[src/verilog/pin_port_pkg.sv]
// Package: offsets, field layouts, reset values and carriers of the pin port
package pin_port_pkg;

   // ------------------------------------------------------------------
   // Widths
   // ------------------------------------------------------------------
   localparam int          PIN_COUNT   = 8;          // Pins of the port
   localparam int          WORD_BITS   = 16;         // Register width
   localparam int          ADDR_BITS   = 8;          // Register offset width
   localparam int          BE_BITS     = 2;          // Byte enables per word

   // ------------------------------------------------------------------
   // Offsets: memory-mapped control window and configuration space
   // ------------------------------------------------------------------
   localparam logic [7:0]  MEM_DIR_OFS = 8'h40;      // Direction, control window
   localparam logic [7:0]  MEM_DAT_OFS = 8'h42;      // Data, control window
   localparam logic [7:0]  CFG_DIR_OFS = 8'hb4;      // Direction, config space
   localparam logic [7:0]  CFG_DAT_OFS = 8'hb6;      // Data, config space

   // ------------------------------------------------------------------
   // Field layout and reset values
   // ------------------------------------------------------------------
   localparam int          LOW_LSB     = 0;          // Pin bits live in low byte
   localparam int          LOW_MSB     = 7;
   localparam int          LOW_LANE    = 0;          // Byte enable of the low byte
   localparam logic [7:0]  RSVD_READ   = 8'h00;      // Upper byte reads as zero
   localparam logic [7:0]  DIR_RESET   = 8'h00;      // All pins input
   localparam logic [7:0]  DRIVE_RESET = 8'h00;      // Drive latch after reset
   localparam logic [7:0]  SEC_CAPABLE = 8'h33;      // Pins 0, 1, 4, 5 share functions
   localparam logic [15:0] WORD_ZERO   = 16'h0000;   // Idle read data

   // Secondary function positions
   localparam int          SEC_CLKRUN  = 0;          // Clock-run on pin 0
   localparam int          SEC_PWROVR  = 1;          // power_override_function on pin 1
   localparam int          SEC_SCLK    = 2;          // Serial clock on pin 4
   localparam int          SEC_SDATA   = 3;          // Serial data on pin 5

   // ------------------------------------------------------------------
   // Carriers
   // ------------------------------------------------------------------
   typedef struct packed {
      logic                 rd;                      // Read strobe, one cycle
      logic                 wr;                      // Write strobe, one cycle
      logic [7:0]           addr;                    // Register byte offset
      logic [1:0]           be;                      // Byte enables
      logic [15:0]          wdata;                   // Write data
   } reg_req_t;

   typedef struct packed {
      logic                 rvalid;                  // Read answer, one cycle
      logic [15:0]          rdata;                   // Read data
   } reg_rsp_t;

endpackage

[src/verilog/bridge_gpio_port.sv]
// Eight-pin general-purpose port with aliased direction and data registers
//
// Contract
// - Per-pin direction bit, 0 input, 1 output
// - Secondary-enabled pins ignore direction setting
// - Only pins 0,1,4,5 carry secondary functions
// - Data read returns sensed level for inputs
// - Data write drives output-mode free pins
// - Writes to input or secondary pins dropped
// - Bits 15:8 read zero, writes ignored
// - Link, global pin, power-on reset restore defaults
// - After reset data reads sensed levels
// - Direction register resets to all zeros
// - Direction register shared by both access paths
// - Data register shared by both access paths
`timescale 1ns/10ps

module bridge_gpio_port (
   // Clock and resets
   input  wire logic                     clk_sys,
   input  wire logic                     rst,
   input  wire logic                     link_reset,
   input  wire logic                     global_reset_pin_n,
   input  wire logic                     power_on_reset,
   // Memory-mapped control window access
   input  wire pin_port_pkg::reg_req_t   mem_req,
   output      pin_port_pkg::reg_rsp_t   mem_rsp,
   // Configuration space access
   input  wire pin_port_pkg::reg_req_t   cfg_req,
   output      pin_port_pkg::reg_rsp_t   cfg_rsp,
   // Secondary function enables: clk-run, power override, serial clk, data
   input  wire logic [3:0]               secondary_enable,
   // Port pins
   input  wire logic [7:0]               pin_in,
   output      logic [7:0]               pin_out,
   output      logic [7:0]               pin_oe
);

   // ------------------------------------------------------------------
   // Declarations
   // ------------------------------------------------------------------
   logic [7:0]  dir_r;                     // Direction bits
   logic [7:0]  drive_r;                   // Driven level latch
   logic [7:0]  sync1_r;                   // Pin synchroniser stage 1
   logic [7:0]  sync2_r;                   // Pin synchroniser stage 2
   logic [7:0]  sync3_r;                   // Pin synchroniser stage 3
   logic [7:0]  sense_r;                   // Filtered pin levels
   logic [2:0]  global_reset_pin_sync_r;               // Global reset pin synchroniser
   logic        global_reset_pin_r;                    // Filtered global reset, active high
   logic        port_reset;                // Any reset source
   logic [7:0]  sec_pins;                  // Pins claimed by secondary functions
   logic [7:0]  owned;                     // Output mode and not claimed
   logic [7:0]  data_view;                 // Data register read value
   logic        mem_dir_wr;                // Memory path writes direction
   logic        cfg_dir_wr;                // Config path writes direction
   logic        mem_dat_wr;                // Memory path writes data
   logic        cfg_dat_wr;                // Config path writes data

   // ------------------------------------------------------------------
   // Reset gathering
   // ------------------------------------------------------------------
   // Global reset pin through three flops, counts once stages 2, 3 agree
   always_ff @(posedge clk_sys) begin
      if (rst) begin
         global_reset_pin_sync_r <= 3'h0;
      end else begin
         global_reset_pin_sync_r <= {global_reset_pin_sync_r[1:0], ~global_reset_pin_n};
      end
   end

   // Filtered global reset level
   always_ff @(posedge clk_sys) begin
      if (rst) begin
         global_reset_pin_r <= 1'b0;
      end else if (global_reset_pin_sync_r[1] == global_reset_pin_sync_r[2]) begin
         global_reset_pin_r <= global_reset_pin_sync_r[2];
      end
   end

   // Every source restores the port defaults
   assign port_reset = rst | link_reset | global_reset_pin_r | power_on_reset;

   // ------------------------------------------------------------------
   // Pin sensing
   // ------------------------------------------------------------------
   // Three-flop input synchroniser
   always_ff @(posedge clk_sys) begin
      if (rst) begin
         sync1_r <= 8'h00;
         sync2_r <= 8'h00;
         sync3_r <= 8'h00;
      end else begin
         sync1_r <= pin_in;
         sync2_r <= sync1_r;
         sync3_r <= sync2_r;
      end
   end

   // Per-pin filter: level taken once stages 2 and 3 agree
   genvar gi;
   generate
      for (gi = 0; gi < pin_port_pkg::PIN_COUNT; gi++) begin : g_sense
         always_ff @(posedge clk_sys) begin
            if (rst) begin
               sense_r[gi] <= 1'b0;
            end else if (sync2_r[gi] == sync3_r[gi]) begin
               sense_r[gi] <= sync3_r[gi];
            end
         end
      end
   endgenerate

   // ------------------------------------------------------------------
   // Ownership and pin drive
   // ------------------------------------------------------------------
   // Only pins 0, 1, 4, 5 can be claimed
   always_comb begin
      sec_pins      = 8'h00;
      sec_pins[0]   = secondary_enable[pin_port_pkg::SEC_CLKRUN];
      sec_pins[1]   = secondary_enable[pin_port_pkg::SEC_PWROVR];
      sec_pins[4]   = secondary_enable[pin_port_pkg::SEC_SCLK];
      sec_pins[5]   = secondary_enable[pin_port_pkg::SEC_SDATA];
   end

   // Claimed pins ignore direction; secondary logic drives them outside
   assign owned   = dir_r & ~sec_pins;
   assign pin_oe  = owned;
   assign pin_out = drive_r & owned;

   // Read view: sensed level for inputs, driven level for outputs
   assign data_view = (owned & drive_r) | (~owned & sense_r);

   // ------------------------------------------------------------------
   // Write decode, both paths reach the same registers
   // ------------------------------------------------------------------
   assign mem_dir_wr = mem_req.wr && mem_req.be[pin_port_pkg::LOW_LANE]
                       && (mem_req.addr == pin_port_pkg::MEM_DIR_OFS);
   assign cfg_dir_wr = cfg_req.wr && cfg_req.be[pin_port_pkg::LOW_LANE]
                       && (cfg_req.addr == pin_port_pkg::CFG_DIR_OFS);
   assign mem_dat_wr = mem_req.wr && mem_req.be[pin_port_pkg::LOW_LANE]
                       && (mem_req.addr == pin_port_pkg::MEM_DAT_OFS);
   assign cfg_dat_wr = cfg_req.wr && cfg_req.be[pin_port_pkg::LOW_LANE]
                       && (cfg_req.addr == pin_port_pkg::CFG_DAT_OFS);

   // Direction register; memory path wins a same-cycle clash
   always_ff @(posedge clk_sys) begin
      if (port_reset) begin
         dir_r <= pin_port_pkg::DIR_RESET;
      end else if (mem_dir_wr) begin
         dir_r <= mem_req.wdata[pin_port_pkg::LOW_MSB:pin_port_pkg::LOW_LSB];
      end else if (cfg_dir_wr) begin
         dir_r <= cfg_req.wdata[pin_port_pkg::LOW_MSB:pin_port_pkg::LOW_LSB];
      end
   end

   // Drive latch: only owned pins take written bits
   always_ff @(posedge clk_sys) begin
      if (port_reset) begin
         drive_r <= pin_port_pkg::DRIVE_RESET;
      end else if (mem_dat_wr) begin
         drive_r <= (drive_r & ~owned)
                  | (mem_req.wdata[pin_port_pkg::LOW_MSB:pin_port_pkg::LOW_LSB] & owned);
      end else if (cfg_dat_wr) begin
         drive_r <= (drive_r & ~owned)
                  | (cfg_req.wdata[pin_port_pkg::LOW_MSB:pin_port_pkg::LOW_LSB] & owned);
      end
   end

   // ------------------------------------------------------------------
   // Read answers, registered one cycle after the strobe
   // ------------------------------------------------------------------
   // Memory path read
   always_ff @(posedge clk_sys) begin
      if (port_reset) begin
         mem_rsp <= '0;
      end else begin
         mem_rsp.rvalid <= mem_req.rd;
         if (!mem_req.rd) begin
            mem_rsp.rdata <= pin_port_pkg::WORD_ZERO;
         end else if (mem_req.addr == pin_port_pkg::MEM_DIR_OFS) begin
            mem_rsp.rdata <= {pin_port_pkg::RSVD_READ, dir_r};
         end else if (mem_req.addr == pin_port_pkg::MEM_DAT_OFS) begin
            mem_rsp.rdata <= {pin_port_pkg::RSVD_READ, data_view};
         end else begin
            mem_rsp.rdata <= pin_port_pkg::WORD_ZERO;
         end
      end
   end

   // Configuration path read
   always_ff @(posedge clk_sys) begin
      if (port_reset) begin
         cfg_rsp <= '0;
      end else begin
         cfg_rsp.rvalid <= cfg_req.rd;
         if (!cfg_req.rd) begin
            cfg_rsp.rdata <= pin_port_pkg::WORD_ZERO;
         end else if (cfg_req.addr == pin_port_pkg::CFG_DIR_OFS) begin
            cfg_rsp.rdata <= {pin_port_pkg::RSVD_READ, dir_r};
         end else if (cfg_req.addr == pin_port_pkg::CFG_DAT_OFS) begin
            cfg_rsp.rdata <= {pin_port_pkg::RSVD_READ, data_view};
         end else begin
            cfg_rsp.rdata <= pin_port_pkg::WORD_ZERO;
         end
      end
   end
endmodule // bridge_gpio_port

[config.mk]
export PLATFORM = sky130hd
export DESIGN_NAME = bridge_gpio_port
export DESIGN_NICKNAME = d
export VERILOG_FILES = /design/src/verilog/pin_port_pkg.sv /design/src/verilog/bridge_gpio_port.sv
export SDC_FILE = /design/constraint.sdc
export NUM_CORES = 1
export LEC_CHECK = 0
export BUFFER_PORTS_ARGS = -buffer_cell sky130_fd_sc_hd__buf_2
export CORE_MARGIN = 3
export CORE_UTILIZATION = 51
export DETAILED_ROUTE_END_ITERATION = 7
export PLACE_DENSITY_LB_ADDON = 0.2
export REMOVE_ABC_BUFFERS = 1
export SLEW_MARGIN = 20
export SYNTH_ARGS = -nofsm -noshare
export SYNTH_HDL_FRONTEND = slang
export SYNTH_SLANG_ARGS = --single-unit
[constraint.sdc]
create_clock -name clk_sys -period 4.1 [get_ports clk_sys]
set_input_delay 0.41 -clock clk_sys [delete_from_list [all_inputs] [get_ports clk_sys]]
set_output_delay 0.41 -clock clk_sys [all_outputs]
set_load 0.02 [all_outputs]
Yosys cells after proc, flatten, opt, wreduce, memory -nomap -nowiden
Index checks and enable logic that the tools add are counted. W data, S select, Z words.

Flip-flop bits (word level): 86. Input port bits: 73.

Equality and inequality tests: 13. Muxes and demuxes: 8. Bitwise operators: 17. Reductions and logical operators: 12.

Operator list (count): $mux W8 (8); $and A8 B8 Y8 (6); $or A8 B8 Y8 (3); $eq A8 B7 Y1 const B (2); $eq A8 B8 Y1 const B (2); $eq A1 B1 Y1 (9); $not A6 Y8 (1); $not A8 Y8 (1); $logic_and A1 B1 Y1 (6); $reduce_or A3 Y1 (2); $reduce_bool A2 Y1 (2); $reduce_or A2 Y1 (2); $not A1 Y1 (3); $or A1 B1 Y1 (3).

Logic depth before layout (Yosys ltp)
Word-level depth: 7. Gate-level depth with buffers: 6.

Least setup slack after synthesis
No wires, ideal clock.

Path type: input to register. From: input mem_req[21] in the netlist's numbering. To: register dir_r[5]. Setup time: 0.119 ns. Arrival time: 1.867 ns. Required time: 3.981 ns. Path slack: 2.114 ns. Stages on the path: 6. Path through: or4b_4 or4_1 buf_2 buf_6 o21ai_2 a21oi_1.

Cells in the longest elaborated chain, start to end: 3.

Ends and longest elaborated chain: from (decl) (RTL line bridge_gpio_port.sv:26) `input wire pin_port_pkg::reg_req_t mem_req,`; $eq A8 B7 Y1 (*) (RTL line bridge_gpio_port.sv:137) `&& (mem_req.addr == pin_port_pkg::MEM_DIR_OFS);`; $logic_and A1 B1 Y1 (*) (RTL line bridge_gpio_port.sv:137); $mux W8 / $reduce_bool A2 Y1 (equally long branches); to (signal assigned) (RTL line bridge_gpio_port.sv:148) `dir_r <= pin_port_pkg::DIR_RESET;`; to (signal assigned) (RTL line bridge_gpio_port.sv:150) `dir_r <= mem_req.wdata[pin_port_pkg::LOW_MSB:pin_port_pkg::LOW_LSB];`; to (signal assigned) (RTL line bridge_gpio_port.sv:152) `dir_r <= cfg_req.wdata[pin_port_pkg::LOW_MSB:pin_port_pkg::LOW_LSB];`; to (decl) (RTL line bridge_gpio_port.sv:42) `logic [7:0] dir_r;`.

Mark *: on every way between the ends. The rest lies on a longest branch, timed or not. A chain may end at the register's enable or synchronous reset.

==> out/qor.yml <==
report.final.hold_viol_count: 0
cts.sinks: 70
wl_met1_um: 2740
antenna_cells: 0
routed_wl_um: 6620
crit_required_ps: 4340
synth_edf_count: 0
worstMarginPinSlew_ps: 971
avgRoutedWirePerCell_um: 14.3
clock_path_buffers: 2
hold_path_class: "in2reg"
ys_ff_latch: 70
tns_ps: 0
synth_area_per_cell_um2: 9.39
fill_cells: 492
combPwrFrac: 0.054
yosysTopAreaCellShare: 0.475
htree_levels: 3
ys_seq_area_frac: 0.475
wl_met3_um: 681
clk_pin_slew_worst_paths_ps: 70
via_per_inst: 5.27
yosysWarnings: 0
io_pins: 123
antenna_found_initial: 0
worst_slew_margin_rel: 0.348
grt_pass1_wl_um: 10100
drv_slew: 0
start_util: 0.532
synth_top_area_cell: "dfxtp_1"
yosysMostFrequentCell: "dfxtp_1"
drc: 0
async_flop_share: 0
startpoint_type: "input pin"
synth_cell_types: 36
gp_congestion: 0.736
ir_worst_vdd_v: 0.000276
grt_max_degree: 39
leakage_nw: 1.49
root_buffer: "clkbuf_8"
critical_path_class: "in2reg"
endpoint_kind: "flip-flop"
ctsHoldBuffers: 0
fin_crit_sh: 0.525
top_layer: "met4"
cap_violations: 0
grt_usage: 0.203
pre_cts_ws_ps: 1620
clkLatencyLatePin_ps: 340
dr.pass1.iters: 4
switching_share: 0.210
syn_area_um2: 2950
antenna_left: 0
switchingPower_mw: 0.295
cts_tree: "built"
die_x_um: 82.0
drtIter0Drc: 153
synthCells: 314
powerDensity_nw_per_um2: 398
dp_hpwl_um: 4580
synth.area.top_cells: "dfxtp_1, nor2b_1, mux2i_1"
die_area_um2: 6730
p_int_mw: 1.11
grt.overflow.total: 0
finClkSkew_ps: 6.78
cts_setup_buffers: 0
arrival_ps: 2390
std_cell_rows: 27
io_buffers: 88
cts-resized-gates: 0
fin_ws_ps: 1950
min_period_ps: 2150
fmax_mhz: 465
core_um2: 5540
grt_pass1_vias: 2153
syn_to_final_growth_pct: 19.9
path_max_fanout: 16
dr_wl_met2_um: 3040
clkPwrFrac: 0.452
final_util: 0.638
die_height_um: 82.0
finalNetCount: 460
cts_buffers: 9
outcome: "completed"
rsz0062_at_grt: "false"
drive_gt1_frac: 0.293
synth_common_cells: "dfxtp_1, nor2b_1, o21ai_0, nand2_1, a21oi_1"
total_power_mw: 1.41
vias: 2447
ys.flop_type: "dfxtp_1"
setup_viol: 0
p_seq_frac: 0.493
[stage by stage]
stage          hold slack (ps)  std cells  area, um^2
6_report                   214        464        3540
5_1_grt                    199        464        3540
2_1_floorplan              414        286        2750
3_5_place_dp               426        448        3300
3_3_place_gp               415        448        3300
4_1_cts                    201        464        3540
[layer usage]
layer | up-vias | global-route usage
met5 | - | 0
met1 | 1124 | 0.247
met2 | 107 | 0.326
li1 | 1204 | -
met4 | 0 | 0.116
met3 | 12 | 0.0493
[cell families (layout without fill, tap and decap cells)]
family,count (synthesis),count (layout),synth area share
other cells,1,16,0.00127
flops,70,70,0.475
simple gates,96,96,0.185
mux,21,21,0.0717
compound gates,81,81,0.178
buf+inv,45,108,0.0887
[critical path, cell delays in order]
cell	delay, ps
buf_2	100
or4b_4	570
nor4_4	860
a41oi_1	120
a221oi_1	330
[worst paths after layout]
| path | from | to | slack (ps) | cells after the start |
|---|---|---|---|---|
| worst max-delay path | mem_req[21] | flip-flop | 1950 | 5 |
| worst max register to register | global_reset_pin_r | mem_rsp[5] | 2550 | 5 |
| worst min register to register | sync1_r[3] | sync2_r[3] | 440 | 1 |
| worst min-delay path | global_reset_pin_n | global_reset_pin_sync_r[0] | 210 | 2 |
[power by group through the flow]
stage	Clock, mW	Combinational, mW	Sequential, mW
finish	0.637	0.0764	0.695
floorplan	0	0.0336	0.710
global route	0.678	0.0846	0.696
CTS	0.650	0.0763	0.695
detailed placement	0	0.0758	0.711
global placement	0	0.0745	0.710
[layout by cell type (no fill, tap or decap)]
master,netlist,layout
and2_1,11,11
a221oi_1,6,6
a211oi_1,4,4
nand3_1,1,1
a221oi_2,2,2
a22oi_1,3,3
nor4_2,0,1
and4b_1,1,1
and4bb_2,1,1
or4_1,2,2
and2_0,1,1
nor4bb_1,1,1
a21o_1,3,3
bufinv_16,0,2
clkbuf_1,18,1
o21ai_2,2,2
conb_1,1,16
dfxtp_1,70,70
mux2i_1,20,20
nor4_4,1,1
inv_1,2,2
nor2_1,14,14
clkbuf_8,0,12
nand2_1,25,25
nand3b_1,1,1
buf_2,2,88
a21oi_1,22,22
or4b_4,1,1
mux2_2,1,1
nand3_2,1,1
buf_4,20,2
or3_1,1,1
clkinv_2,0,1
nor2b_1,33,33
a41oi_1,8,8
a2bb2oi_1,4,4
o21ai_0,27,27
[area by class of cell]
cell class	instances	area, um^2	share of cell area
Sequential cell	70	1400	0.396
Multi-Input combinational cell	214	1350	0.381
Timing Repair Buffer	90	455	0.129
Clock buffer	13	169	0.0478
Tap cell	72	90.1	0.0255
Clock inverter	3	65.1	0.0184
Inverter	2	7.51	0.00212
No activity file was read; power rests on OpenSTA's default activity.
